## src/rtl/adp_pkg.sv

```systemverilog
package adp_pkg;

	// ----------------------------------------------------------------
	// Fetch addresses
	// ----------------------------------------------------------------
	localparam logic [31:0] RESET_VECTOR = 32'h0000_0000;
	localparam logic [31:0] EXCEPTION_VECTOR = 32'h0000_0008;
	localparam logic [31:0] INTERRUPT_VECTOR = 32'h0000_0010;
	localparam logic [31:0] FETCH_STEP = 32'h0000_0004;

	// ----------------------------------------------------------------
	// Instruction fields, bit 0 is the most significant bit
	// ----------------------------------------------------------------
	localparam int OPCODE_POS = 0;
	localparam int DEST_POS = 6;
	localparam int SRC_A_POS = 11;
	localparam int SRC_B_POS = 16;
	localparam int REST_POS = 21;
	localparam int LITERAL_POS = 16;
	localparam int HOLD_FLAG_BIT = 3;
	localparam int CARRY_SEL_BIT = 4;

	// Opcode family with bits 3 and 4 cleared
	localparam logic [5:0] ADD_REG_BASE = 6'h00;
	localparam logic [5:0] ADD_IMM_BASE = 6'h10;
	localparam logic [5:0] VARIANT_MASK = 6'h39;
	localparam logic [5:0] PREFIX_OPCODE = 6'h2C;
	localparam logic [4:0] ZERO_REG = 5'h00;
	localparam logic ARITH_FLAG_RESET = 1'h0;

	// ----------------------------------------------------------------
	// Carriers
	// ----------------------------------------------------------------
	typedef struct packed {
		logic [5:0] opcode;
		logic [4:0] destField;
		logic [4:0] firstSrcField;
		logic [4:0] secondSrcField;
		logic [10:0] restField;
	} adp_rr_word_t;

	typedef struct packed {
		logic [5:0] opcode;
		logic [4:0] destField;
		logic [4:0] firstSrcField;
		logic [15:0] literalField;
	} adp_ri_word_t;

	typedef struct packed {
		logic valid;
		logic [31:0] word;
	} adp_instr_t;

	typedef struct packed {
		logic writeEn;
		logic [4:0] dest;
		logic [31:0] data;
	} adp_wb_t;

endpackage

```

## src/rtl/adp_add_datapath.sv

```systemverilog
// Behaviour
// - After reset, fetch starts at address zero.
// - A taken exception sends the program counter to address eight.
// - A taken interrupt sends the program counter to address 0x10.
// - Register format: opcode 0, destination 6, sources 11 and 16, rest 21.
// - Immediate format: opcode, destination 6, source 11, 16-bit literal at 16.
// - Register sum writes first plus second source into destination.
// - Opcode bit 3 set leaves the arithmetic flag unchanged.
// - Opcode bit 3 clear loads sum carry-out into the arithmetic flag.
// - Opcode bit 4 set adds the arithmetic flag as carry-in.
// - Register variants: hold sets bit 3, carry-in bit 4, combined both.
// - Immediate sum adds first source and sign-extended literal.
// - Immediate variants use the same bit 3 and bit 4 encoding.
// - Opcode carry-in select is distinct from the stored arithmetic flag.
// - After an immediate prefix, the literal joins the prefix into 32 bits.
module adp_add_datapath (
	input wire logic mclk,
	input wire logic srst,
	input wire adp_pkg::adp_instr_t instr,
	input wire logic takeException,
	input wire logic takeInterrupt,
	input wire logic stall,
	output logic [31:0] fetchAddr,
	output logic [4:0] srcAddrA,
	output logic [4:0] srcAddrB,
	input wire logic [31:0] srcDataA,
	input wire logic [31:0] srcDataB,
	output adp_pkg::adp_wb_t writeBack,
	output logic [31:0] machineStatusWord,
	output logic arithmeticFlag
);

	// ----------------------------------------------------------------
	// Decode
	// ----------------------------------------------------------------
	adp_pkg::adp_rr_word_t rrWord;
	adp_pkg::adp_ri_word_t riWord;
	logic [5:0] opFamily;
	logic isRegSum;
	logic isImmSum;
	logic isPrefix;
	logic holdFlag;
	logic carrySel;
	logic isSum;
	logic instrFire;
	logic sumFire;
	logic flagLoad;

	assign rrWord = adp_pkg::adp_rr_word_t'(instr.word);
	assign riWord = adp_pkg::adp_ri_word_t'(instr.word);
	// Clearing the two variant bits leaves the family code
	assign opFamily = rrWord.opcode & adp_pkg::VARIANT_MASK;
	assign isRegSum = instr.valid && opFamily == adp_pkg::ADD_REG_BASE;
	assign isImmSum = instr.valid && opFamily == adp_pkg::ADD_IMM_BASE;
	assign isSum = isRegSum || isImmSum;
	assign isPrefix = instr.valid && rrWord.opcode == adp_pkg::PREFIX_OPCODE;
	// Opcode bit n sits at vector bit 5-n because bit 0 is the MSB
	assign holdFlag = rrWord.opcode[5 - adp_pkg::HOLD_FLAG_BIT];
	assign carrySel = rrWord.opcode[5 - adp_pkg::CARRY_SEL_BIT];
	assign srcAddrA = rrWord.firstSrcField;
	assign srcAddrB = rrWord.secondSrcField;

	// An instruction retires only on an edge without stall
	assign instrFire = instr.valid && !stall;
	assign sumFire = instrFire && isSum;
	assign flagLoad = sumFire && !holdFlag;

	// ----------------------------------------------------------------
	// Immediate prefix
	// ----------------------------------------------------------------
	logic prefixValid_reg;
	logic [15:0] prefixHigh_reg;

	always_ff @(posedge mclk) begin
		if (srst) begin
			prefixValid_reg <= 1'b0;
		end else if (instrFire) begin
			// Any valid instruction without stall consumes a pending prefix
			prefixValid_reg <= isPrefix;
		end
	end

	always_ff @(posedge mclk) begin
		if (srst) begin
			prefixHigh_reg <= 16'h0000;
		end else if (instrFire && isPrefix) begin
			prefixHigh_reg <= riWord.literalField;
		end
	end

	// ----------------------------------------------------------------
	// Adder
	// ----------------------------------------------------------------
	logic arithFlag_reg;
	logic [31:0] sextLiteral;
	logic [31:0] joinedLiteral;
	logic [31:0] immOperand;
	logic [31:0] operandB;
	logic carryIn;
	logic [32:0] sumWide;
	logic [31:0] sumResult;
	logic carryOut;

	assign sextLiteral = {{16{riWord.literalField[15]}}, riWord.literalField};
	assign joinedLiteral = {prefixHigh_reg, riWord.literalField};

	always_comb begin
		if (prefixValid_reg) begin
			immOperand = joinedLiteral;
		end else begin
			immOperand = sextLiteral;
		end
		operandB = isImmSum ? immOperand : srcDataB;
		// Select bit gates the stored flag; they never alias
		carryIn = carrySel & arithFlag_reg;
		sumWide = {1'b0, srcDataA} + {1'b0, operandB} + {32'h0000_0000, carryIn};
	end

	// Carry-out is the bit above the most significant sum bit
	assign sumResult = sumWide[31:0];
	assign carryOut = sumWide[32];

	// ----------------------------------------------------------------
	// Result and flag, one cycle
	// ----------------------------------------------------------------
	logic wbEn_reg;
	logic [4:0] wbDest_reg;
	logic [31:0] wbData_reg;

	always_ff @(posedge mclk) begin
		if (srst) begin
			wbEn_reg <= 1'b0;
		end else begin
			wbEn_reg <= sumFire;
		end
	end

	always_ff @(posedge mclk) begin
		if (srst) begin
			wbDest_reg <= 5'h00;
		end else begin
			wbDest_reg <= rrWord.destField;
		end
	end

	always_ff @(posedge mclk) begin
		if (srst) begin
			wbData_reg <= 32'h0000_0000;
		end else begin
			wbData_reg <= sumResult;
		end
	end

	assign writeBack = {wbEn_reg, wbDest_reg, wbData_reg};

	// Flag and destination change on the same edge
	always_ff @(posedge mclk) begin
		if (srst) begin
			arithFlag_reg <= adp_pkg::ARITH_FLAG_RESET;
		end else if (flagLoad) begin
			arithFlag_reg <= carryOut;
		end
	end

	assign arithmeticFlag = arithFlag_reg;
	// Only the carry position of the status word is held here
	assign machineStatusWord = {arithFlag_reg, 31'h0000_0000};

	// ----------------------------------------------------------------
	// Fetch address
	// ----------------------------------------------------------------
	typedef enum logic [1:0] {
		ADP_PC_HOLD = 2'h0,
		ADP_PC_STEP = 2'h1,
		ADP_PC_EXC = 2'h2,
		ADP_PC_IRQ = 2'h3
	} adp_pc_sel_t;

	adp_pc_sel_t pcSel;
	logic [31:0] pc_reg;
	logic [31:0] pc_next;

	// Exception outranks interrupt; both outrank the sequential step
	always_comb begin
		if (takeException) begin
			pcSel = ADP_PC_EXC;
		end else if (takeInterrupt) begin
			pcSel = ADP_PC_IRQ;
		end else if (!stall) begin
			pcSel = ADP_PC_STEP;
		end else begin
			pcSel = ADP_PC_HOLD;
		end
	end

	always_comb begin
		case (pcSel)
			ADP_PC_HOLD: begin
				pc_next = pc_reg;
			end
			ADP_PC_STEP: begin
				pc_next = pc_reg + adp_pkg::FETCH_STEP;
			end
			ADP_PC_EXC: begin
				pc_next = adp_pkg::EXCEPTION_VECTOR;
			end
			ADP_PC_IRQ: begin
				pc_next = adp_pkg::INTERRUPT_VECTOR;
			end
			default: begin
				pc_next = pc_reg;
			end
		endcase
	end

	always_ff @(posedge mclk) begin
		if (srst) begin
			pc_reg <= adp_pkg::RESET_VECTOR;
		end else begin
			pc_reg <= pc_next;
		end
	end

	assign fetchAddr = pc_reg;

endmodule

```

## config.mk

```make
export PLATFORM = sky130hd
export DESIGN_NAME = adp_add_datapath
export DESIGN_NICKNAME = d
export VERILOG_FILES = /design/src/rtl/adp_pkg.sv /design/src/rtl/adp_add_datapath.sv
export SDC_FILE = /design/constraint.sdc
export NUM_CORES = 1
export LEC_CHECK = 0
export BUFFER_PORTS_ARGS = -buffer_cell sky130_fd_sc_hd__buf_2
export CAP_MARGIN = 20
export CORE_ASPECT_RATIO = 0.6
export CORE_MARGIN = 2
export CORE_UTILIZATION = 33
export CTS_BUF_LIST = sky130_fd_sc_hd__clkbuf_4 sky130_fd_sc_hd__clkbuf_8
export DETAILED_ROUTE_END_ITERATION = 10
export GPL_TIMING_DRIVEN = 0
export HOLD_SLACK_MARGIN = 0.03
export PLACE_DENSITY = 0.64
export SLEW_MARGIN = 30
export SYNTH_ARGS = -nofsm -noshare
export SYNTH_HDL_FRONTEND = slang
export SYNTH_SLANG_ARGS = --single-unit
```

## constraint.sdc

```tcl
create_clock -name mclk -period 11.3 [get_ports mclk]
set_input_delay 1.13 -clock mclk [delete_from_list [all_inputs] [get_ports mclk]]
set_output_delay 1.13 -clock mclk [all_outputs]
set_load 0.02 [all_outputs]
```

== After elaboration in Yosys (flattened, before gate mapping) ==
Index checks and enable logic that the tools add are counted.
Widths: inputs -> output; s select.
Storage, ports and cells
  register bits after elaboration: 88
  bits in latches: 0
  RAM bits: 0
  bits in read-only memories: 0
  input port bits: 102
  memories: 0
Cells by class
  add/sub/neg operators: 3
  multiply operators: 0
  divide/modulo/power cells: 0
  $lt $le $gt $ge: 0
  equality and inequality tests: 5
  shift-type cells: 0
  mux-type cells: 6
  bitwise operators: 1
  reduce and logical (&&, ||, !) cells: 12
Operator list (number)
  $pmux 32 s3: 1
  $mux 32: 2
  $add 32x32->33: 1
  $add 33x1->33: 1
  $add 32x3->32 const B: 1
  $logic_and 1x1->1: 7
  $eq 6x6->1 const B: 1
  $logic_not 6->1: 1
  $eq 2x2->1 const B: 2
  $eq 4x3->1 const B: 1
  $mux 2: 2
  $eq 2x1->1 const B: 1
  $logic_not 1->1: 2
  $logic_not 2->1: 1
  $and 1x1->1: 1
  $logic_or 1x1->1: 1
  $mux 1: 1

== Depth between registers and ports, before layout ==
Gate-level depths: netlist of run 1.
  word-level depth: 5
  gate-level depth with buffers: 15
  gate-level depth less buffers: 13

== Worst setup path before layout of run 1 ==
No wires, ideal clock.
  path kind: in2reg
  from: in instr[29] (netlist bit)
  to: reg wbData_reg[26]
  arrival time: 4.287 ns
  slack: 6.889 ns
  stages: 14
  cell sequence: nor3_1 > nand3_1 > clkbuf_1 > mux2_2 > fa_1 > inv_1 > fa_1 > and2b_1 > o2111ai_2 > a21oi_2 > o32a_2 > a211o_1 > a21oi_2 > mux2_1
Between the ends
  cells in the longest elaborated chain, start to end: 5
Ends and longest elaborated chain
  start, declared: RTL line adp_add_datapath.sv:19  | input wire adp_pkg::adp_instr_t instr,
  $eq 4x3->1: RTL line adp_add_datapath.sv:54  | assign isImmSum = instr.valid && opFamily == adp_pkg::ADD_IMM_BASE;
  $logic_and 1x1->1: RTL line adp_add_datapath.sv:54
  $mux 32: RTL line adp_add_datapath.sv:113  | operandB = isImmSum ? immOperand : srcDataB;
  $add 32x32->33: RTL line adp_add_datapath.sv:116  | sumWide = {1'b0, srcDataA} + {1'b0, operandB} + {32'h0000_0000, carryIn};
  $add 33x1->33: RTL line adp_add_datapath.sv:116
  end signal, assigned: RTL line adp_add_datapath.sv:150  | wbData_reg <= sumResult;
  end, declared: RTL line adp_add_datapath.sv:128  | logic [31:0] wbData_reg;
No other way between the ends.
A chain may end at the register's enable or synchronous reset.

== Worst setup path after layout of run 1 ==
  from: in instr[29] (netlist bit)
  to: reg arithFlag_reg, in the netlist arithmeticFlag
Between the ends
  cells in the longest elaborated chain, start to end: 5
  elaborated cells on any way between the ends: 10
  those cells by class: 2 x add/sub; 1 x eq/ne; 1 x mux; 6 x reduce/logical
Ends and longest elaborated chain
  $eq 4x3->1 / $logic_not 6->1 (equally long branches): RTL line adp_add_datapath.sv:54, adp_add_datapath.sv:53
  $logic_and 1x1->1 (on tied branches): RTL line adp_add_datapath.sv:54, adp_add_datapath.sv:53
  $mux 32 / $logic_or 1x1->1 (equally long branches): RTL line adp_add_datapath.sv:113, adp_add_datapath.sv:55
  $add 32x32->33 / $logic_and 1x1->1 (equally long branches): RTL line adp_add_datapath.sv:116, adp_add_datapath.sv:65
  $add 33x1->33 / $logic_and 1x1->1 (equally long branches): RTL line adp_add_datapath.sv:116, adp_add_datapath.sv:66
  end signal, assigned: RTL line adp_add_datapath.sv:159  | arithFlag_reg <= adp_pkg::ARITH_FLAG_RESET;
  end signal, assigned: RTL line adp_add_datapath.sv:161  | arithFlag_reg <= carryOut;
  end, declared: RTL line adp_add_datapath.sv:94  | logic arithFlag_reg;
Parallel ways exist; a longest one is shown, timed or not.

==> results.txt, run 1 <==
----------------------------------------------------
[Min path]
  Capture endpoint of the worst hold path ... prefixHigh_reg[10]
  Worst Hold Class ... reg2reg
  Number of instances on the worst hold path ... 2
  Worst hold start ... prefixHigh_reg[10]

[Setup path]
  RR Startpoint ... prefixValid_reg
  Worst reg-to-reg setup slack ... 7520 ps
  Capturing element type of the critical path ... register
  Max stage delay cell, worst path ... sky130_fd_sc_hd__o32a_2
  Required time reported for the critical path endpoint ... between 10000 and 15000 ps
  Worst path arrival time ... approximately 5000 ps
  Worst reg2reg path depth ... 12
  Buf+Inv Stages, Crit Path ... 3
  Crit Path Category ... in2reg
  CP max FO ... 10
  Worst path cell trace ... buf_2 > nor3_1 > nand3_1 > clkbuf_1 > mux2_2 > fa_1 > inv_1 > fa_1 > and2b_1 > o2111ai_2 > a21oi_2 > o32a_2 > a211oi_1 > o31a_1 > a311oi_1
  CP peak stage delay ... ~500 ps
  Top delay family on crit path ... compound AO/OA/AOI/OAI gates
  Critical R2R Capture ... wbData_reg[30]
  Most numerous cell on the critical path ... sky130_fd_sc_hd__fa_1
  Category of the worst setup path launch point ... primary input

[Global routing]
  Largest net degree at the start of global routing ... 15
  Via count of the first global-routing pass ... 5115
  Overall global routing resource usage ... approximately 19%
  Global-route wire length before repair ... 27.39 mm
  GRT Residual Overflow ... 0
  Number of antenna violations at the first check in global routing ... 0

[Power]
  PwrDens ... between 100 and 150 nW/um^2
  Total internal power ... 0.5853 mW
  Switching power ... 0.2692 mW
  Maximum vdd ir drop ... roughly 0.052 mV
  Reported leakage power ... between 3 and 4 nW
  Switching share of power ... a little under a third
  Clock power frac ... approximately 33%
  Comb pwr share ... 28.6%
  Sequential Power Share ... roughly two fifths

[Logic synthesis]
  Distinct cell type count after synthesis ... 60
  Mapped cell area ... around 5700 sq um
  Count of flip-flops with a built-in enable after synthesis ... 0
  Number of warnings issued by yosys ... 0
  Sequential element share of the synthesized area ... just over 30%
  Post-synthesis async set-or-reset flop share ... 0%
  Synthesized netlist cell count ... 693
  Post-synth top flop ... sky130_fd_sc_hd__dfxtp_1
  Mean instance size in the synthesized netlist ... a little over 8 sq um
  #FFs+latches synth ... 86

[Placed design]
  Global placer's final weighted congestion ... 0.8829
  Post-placement setup slack ... between 6000 and 7000 ps
  Count of buffers from port buffering ... roughly 180
  Placed wire-length estimate after detailed placement ... around 14 mm

[Drt]
  Routed wire per std cell ... between 15 and 20 microns
  Vias ... 5565
  Total Wirelength ... 17.99 mm
  First-pass DRT Iterations ... 4
  Post-route antenna net violation count ... 0
  Average via count per standard cell ... a little under 5
  Post-route DRC violation count ... 0
  Starting DRT DRC Count ... between 300 and 400

[Floorplanning]
  Chip width ... between 150 and 200 microns
  Initial cell density of the core ... around 33%
  Placeable core region ... ~17000 sq um
  Number of rows created at floorplan ... 37
  I/O pin count ... between 200 and 250
  Die Ht ... 105.4 microns
  Die outline area ... ~18000 sq um

[STA]
  Endpoints failing hold ... 0
  Endpoints failing setup ... 0
  Tcrit/Tclk final ... 42.61%
  Skew final ... between 10 and 15 ps
  Remaining max-slew budget at the tightest pin ... 36.27%
  Fin Setup TNS ... 0 ps
  Unrepaired setup endpoints after global routing ... false
  Measured slew at the worst slew-check pin ... just over 900 ps
  Shortest period the worst path allows ... a little under 5000 ps
  Top achievable clock speed ... 207.7 MHz
  Final Slew Violations ... 0
  Setup ws final ... about 6500 ps

[Clock tree]
  Clk sink count ... 86
  Worst-skew pair later-pin latency ... 370 ps
  Post-CTS Setup Bufs ... 0
  H-tree depth ... 3
  Clock transition at the registers of the reported paths ... roughly 90 ps
  Number of buffers on the longest clock path ... 2
  Quantity of hold-fixing buffers added after cts ... 0
  Clk Tree Root Cell ... sky130_fd_sc_hd__clkbuf_8
  Post-CTS sizing ... 0
  Total CTS buffers ... 9
  TritonCTS clock tree ... done

[Cells and area]
  ANT cells ... 0
  Fraction of layout instances using a drive strength above 1 ... 29.91%
  Final #Nets ... about 1000
  Flip-flop count of the largest register, all copies and words added ... 32
  Growth of design area from synthesis to finish ... 27.42%

[Outcome]
  Run status ... finished, final reports clean

[Flow run]
  Count of maximum capacitance violations ... 0

----------------------------------------------------
how the worst max path moves through the flow:
stage	depth (start not counted)	slack [ps]	startpoint	endpoint
final	15	6480	instr[29]	arithmeticFlag
after detailed placement	15	6160	instr[29]	wbData_reg[28]
after CTS	15	6520	instr[29]	wbData_reg[28]
after floorplan	14	6890	instr[29]	wbData_reg[26]
after global placement	15	6210	instr[29]	arithmeticFlag
after global routing	15	6300	instr[29]	arithmeticFlag
area by class of cell:
type / instances / area (sq um)
Fill cell: 1775 / 9734
Multi-Input combinational cell: 553 / 3557
Sequential cell: 86 / 1722
Timing Repair Buffer: 176 / 880.8
Buffer: 71 / 442.9
Tap cell: 234 / 292.8
Clock inverter: 6 / 133.9
Clock buffer: 9 / 123.9
Inverter: 15 / 56.30
power by group through the flow:
stage	Sequential, mW	Clock (mW)	Combinational [mW]
5_1_grt	0.328	0.306	0.265
3_3_place_gp	0.332	0	0.238
6_report	0.326	0.285	0.244
4_1_cts	0.326	0.292	0.241
2_1_floorplan	0.356	0	0.142
3_5_place_dp	0.333	0	0.239
cell usage in the layout, fill, tap and decap left out, types with 4 or more instances in the layout:
cell                        netlist  layout
sky130_fd_sc_hd__ha_1            32      32
sky130_fd_sc_hd__nand3_1         16      16
sky130_fd_sc_hd__a21oi_1         60      60
sky130_fd_sc_hd__conb_1           1      33
sky130_fd_sc_hd__mux2i_1         16      16
sky130_fd_sc_hd__and4_1           5       5
sky130_fd_sc_hd__a21o_1          18      18
sky130_fd_sc_hd__xnor2_1         15      15
sky130_fd_sc_hd__buf_4           46      46
sky130_fd_sc_hd__nor2b_1         16      16
sky130_fd_sc_hd__clkbuf_1        17      17
sky130_fd_sc_hd__inv_1           15      15
sky130_fd_sc_hd__a211oi_1        10      10
sky130_fd_sc_hd__nand2_1         51      51
sky130_fd_sc_hd__and3_1           9       9
sky130_fd_sc_hd__clkbuf_8         0       9
sky130_fd_sc_hd__xor2_1          25      25
sky130_fd_sc_hd__dfxtp_1         86      86
sky130_fd_sc_hd__or3_1           10      10
sky130_fd_sc_hd__o21ai_0         38      38
sky130_fd_sc_hd__buf_2            3     179
sky130_fd_sc_hd__nor2_1          89      89
sky130_fd_sc_hd__nand4_1         15      15
sky130_fd_sc_hd__buf_1            5       5
sky130_fd_sc_hd__mux2_2          20      20
sky130_fd_sc_hd__nor3_1          14      14
sky130_fd_sc_hd__o21a_1           6       6
sky130_fd_sc_hd__bufinv_16        0       4
logic make-up (layout without fill, tap and decap cells):
family	after synthesis	in the layout	synth area share, %
buf+inv	86	277	8.823
xor+xnor	40	40	6.192
compound gates	162	162	17.74
other cells	1	33	0.06628
mux	38	38	7.209
fa+ha+maj	34	34	7.784
flops	86	86	30.43
simple gates	246	246	21.76
Yosys cell counts, types with 5 or more instances:
cell	count	area, sq um
sky130_fd_sc_hd__a21oi_1	60	300.3
sky130_fd_sc_hd__nor2_1	89	334.1
sky130_fd_sc_hd__buf_1	5	18.77
sky130_fd_sc_hd__mux2_2	20	225.2
sky130_fd_sc_hd__or3_1	10	62.56
sky130_fd_sc_hd__nor3_1	14	70.07
sky130_fd_sc_hd__nand4_1	15	93.84
sky130_fd_sc_hd__and4_1	5	43.79
sky130_fd_sc_hd__clkbuf_1	17	63.81
sky130_fd_sc_hd__mux2i_1	16	160.2
sky130_fd_sc_hd__a21o_1	18	135.1
sky130_fd_sc_hd__o21a_1	6	45.04
sky130_fd_sc_hd__nand3_1	16	80.08
sky130_fd_sc_hd__buf_4	46	345.3
sky130_fd_sc_hd__ha_1	32	400.4
sky130_fd_sc_hd__nand2_1	51	191.4
sky130_fd_sc_hd__xnor2_1	15	131.4
sky130_fd_sc_hd__a211oi_1	10	75.07
sky130_fd_sc_hd__o21ai_0	38	190.2
sky130_fd_sc_hd__dfxtp_1	86	1722
sky130_fd_sc_hd__nor2b_1	16	100.1
sky130_fd_sc_hd__xor2_1	25	219.0
sky130_fd_sc_hd__inv_1	15	56.30
sky130_fd_sc_hd__and3_1	9	56.30
per-layer routing:
layer	global-route usage (%)	vias to the layer above	part of all wire, %
li1	-	2808	-
met1	28.97	2552	51
met2	27.26	190	41
met3	5.303	15	7.6
met4	3.329	0	0.87
met5	0	-	0
through the flow:
step           total power, mW  instance area [sq um]  std cells  hold slack [ps]  util [%]
3_5_place_dp            0.5713                   6952       1135            490.7     41.03
5_1_grt                 0.8994                   7209       1150            530.2     42.55
2_1_floorplan           0.4981                   5778        725            460.7         -
6_report                0.8545                   7209       1150            508.1     42.55
3_3_place_gp            0.5703                   6952       1135            478.6     41.03
4_1_cts                 0.8583                   7209       1150            513.2     42.55
worst register-to-register path, delay by kind of cell (launching register included):
kind / cells / cell delay, ps
compound gates: 4 / 1330
buf+inv: 4 / 1090
fa+ha+maj: 1 / 200
simple gates: 3 / 710
flops: 1 / 310
Power figures use the tool's default switching activity.
==> run 2, diff against run 1 <==
Settings changed: PLACE_DENSITY 0.64 to 0.66.
Clock period 11.3 ns to 4.1 ns, I/O delays scaled along.
==> run 2 against run 1 <==
Compared with the run above:
- highest routed layer unchanged
- critical path type unchanged
- critical path depth unchanged
- count of clock-buffer cells in the layout unchanged
- sequential cell count unchanged
- non-clock buffer count unchanged
- register-to-register slack worse by 7100 ps
- total power rose to 2.6 times the previous value
- first-iteration DRC count up 19%
- clock skew down 1.8 ps
==> results.txt, run 2 (same netlist as run 1, synthesis figures left out) <==
----------------------------------------------------
[Min path]
  Number of instances on the worst hold path ... 2 (unchanged)
  Worst Hold Class ... in2reg

[Floorplanning]
  Initial cell density of the core ... 33.39% (unchanged)
  Placeable core region ... 16940 sq um (unchanged)
  Die outline area ... 18240 sq um (unchanged)
  Chip width ... 173.0 microns (unchanged)
  Number of rows created at floorplan ... 37 (unchanged)
  Die Ht ... 105.4 microns (unchanged)
  I/O pin count ... 215 (unchanged)

[Global routing]
  Overall global routing resource usage ... 19.52% (+0.27 points)
  Global-route wire length before repair ... 27.86 mm (+1.7%)
  Via count of the first global-routing pass ... 5101 (-0.27%)
  GRT Residual Overflow ... 0 (unchanged)
  Number of antenna violations at the first check in global routing ... 0 (unchanged)
  Largest net degree at the start of global routing ... 17 (+2)

[Outcome]
  Run status ... finished, final reports clean

[Placed design]
  Number of instances in the placed design ... 1135 (unchanged)
  Global placer's final weighted congestion ... 0.8982 (+1.7%)
  Count of buffers from port buffering ... 176 (unchanged)
  Placed wire-length estimate after detailed placement ... 14.37 mm (+0.40%)

[Cells and area]
  Flip-flop count of the largest register, all copies and words added ... 32 (unchanged)
  Most common cell after layout, fill and taps aside ... sky130_fd_sc_hd__buf_2
  Fraction of layout instances using a drive strength above 1 ... 30.32% (+0.40 points)
  Filler instances ... 1790 (+0.85%)
  Most frequent cells in the layout ... 179 x sky130_fd_sc_hd__buf_2, 89 x sky130_fd_sc_hd__nor2_1, 86 x sky130_fd_sc_hd__dfxtp_1
  Growth of design area from synthesis to finish ... 26.56%
  ANT cells ... 0 (unchanged)
  Final #Nets ... 1048 (unchanged)
  Count of placed standard cells in the final layout, fillers left out ... 1151 (+0.087%)

[STA]
  Top achievable clock speed ... between 200 and 300 MHz
  Shortest period the worst path allows ... 3945 ps
  Endpoints failing setup ... 0 (unchanged)
  Measured slew at the worst slew-check pin ... 848.7 ps (-83.17 ps)
  Final Slew Violations ... 0 (unchanged)
  Tcrit/Tclk final ... 96.21%
  Worst-case hold slack ... 252.8 ps (-255.2 ps)
  Unrepaired setup endpoints after global routing ... false
  Remaining max-slew budget at the tightest pin ... 43.42% (+7.2 points)
  Fin Setup TNS ... 0 ps (unchanged)
  Endpoints failing hold ... 0 (unchanged)
  Skew final ... 12.98 ps (-1.762 ps)

[Clock tree]
  Worst-skew pair later-pin latency ... 370 ps (about the same)
  TritonCTS clock tree ... done
  H-tree depth ... 3 (unchanged)
  Clock transition at the registers of the reported paths ... 90 ps (about the same)
  Clk Tree Root Cell ... sky130_fd_sc_hd__clkbuf_8
  Clk sink count ... 86 (unchanged)
  Total CTS buffers ... 9 (unchanged)
  Number of buffers on the longest clock path ... 2 (unchanged)

[Setup path]
  CP peak stage delay ... 500 ps (about the same)
  Category of the worst setup path launch point ... primary input
  Buf+Inv Stages, Crit Path ... 3 (unchanged)
  Required time reported for the critical path endpoint ... 4350 ps (-7160 ps)
  CP max FO ... 10 (unchanged)
  Capturing element type of the critical path ... register
  Worst path cell trace ... buf_2 > nor3_1 > nand3_1 > clkbuf_2 > mux2_2 > fa_1 > inv_1 > fa_1 > and2b_1 > o2111ai_2 > a21oi_2 > o32a_2 > a211o_1 > a21oi_2 > mux2_1
  Crit Path Category ... in2reg
  Max stage delay cell, worst path ... sky130_fd_sc_hd__o32a_2
  Top delay family on crit path ... compound AO/OA/AOI/OAI gates
  Worst reg2reg path depth ... 14 (+2)
  Worst path arrival time ... 4190 ps (-840 ps)
  Total number of cells along the worst setup path ... 15 (unchanged)

[Power]
  Maximum vdd ir drop ... 0.1387 mV (+160%)
  Reported leakage power ... 3.371 nW (-0.65%)
  PwrDens ... 308.8 nW/um^2 (+160%)

[Drt]
  Starting DRT DRC Count ... 449 (+19%)
  Routed wire per std cell ... 15.76 microns (+0.72%)
  Average via count per standard cell ... 4.895 (+1.2%)
  Post-route antenna net violation count ... 0 (unchanged)
  First-pass DRT Iterations ... 5 (+1)
  Vias ... 5634 (+1.2%)
  Total Wirelength ... 18.14 mm (+0.81%)
  Post-route DRC violation count ... 0 (unchanged)

[Flow run]
  Count of maximum capacitance violations ... 0 (unchanged)

----------------------------------------------------
==> run 2: changes by cell type in the layout (fill, tap and decap cells not counted), sizes merged <==
cell	delta
inv	+3
bufinv	-3
clkinvlp	+1
==> run 2: stage by stage <==
stage / worst slack [ps] / cell area (sq um) / utilization [%] / power (mW)
floorplan: 409.3 / 5778 / - / 1.373
global placement: -283.1 / 6952 / 41.03 / 1.571
detailed placement: -337.2 / 6952 / 41.03 / 1.574
CTS: 49.96 / 7153 / 42.22 / 2.219
global route: 6.754 / 7161 / 42.26 / 2.335
finish: 155.2 / 7161 / 42.26 / 2.211
==> run 2: routing by layer <==
layer  vias to the layer above  global-route usage (%)  share of wire [%]
li1                       2805                       -                  -
met1                      2586                   29.64                 50
met2                       231                   27.97                 40
met3                        12                   4.582                9.2
met4                         0                   3.329               0.79
met5                         -                       0                  0
==> run 2: final cells by class <==
cell class	instances	area [sq um]	share of cell area, %
inverters	15	56.30	0.7863
clock inverters	7	77.57	1.083
flip-flops and latches	86	1722	24.04
well taps	234	292.8	4.089
plain buffers	71	445.4	6.221
multi-input cells	553	3562	49.75
clock buffers	9	123.9	1.730
repair buffers	176	880.8	12.30
==> run 2: power by group <==
part	switching, mW	total [mW]	leakage, nW	internal (mW)
combinational	0.407	0.672	2.57	0.265
clock	0.352	0.642	0.101	0.290
sequential	0.0127	0.897	0.704	0.884
==> run 2: path summary, 6_finish.rpt <==
kind | start | to | slack [ps]
worst min register to register | fetchAddr[26] | fetchAddr[26] | 510
worst max-delay path | instr[29] | wbData_reg[26] | 160
worst min-delay path | instr[25] | wbDest_reg[4] | 250
worst max register to register | prefixValid_reg | wbData_reg[29] | 390
==> run 2: repair_timing <==
item / CTS / global route
resized for setup: 0 / 5
setup endpoints to repair: 0 / 8
hold buffers: 0 / 0
setup buffers: 0 / 0
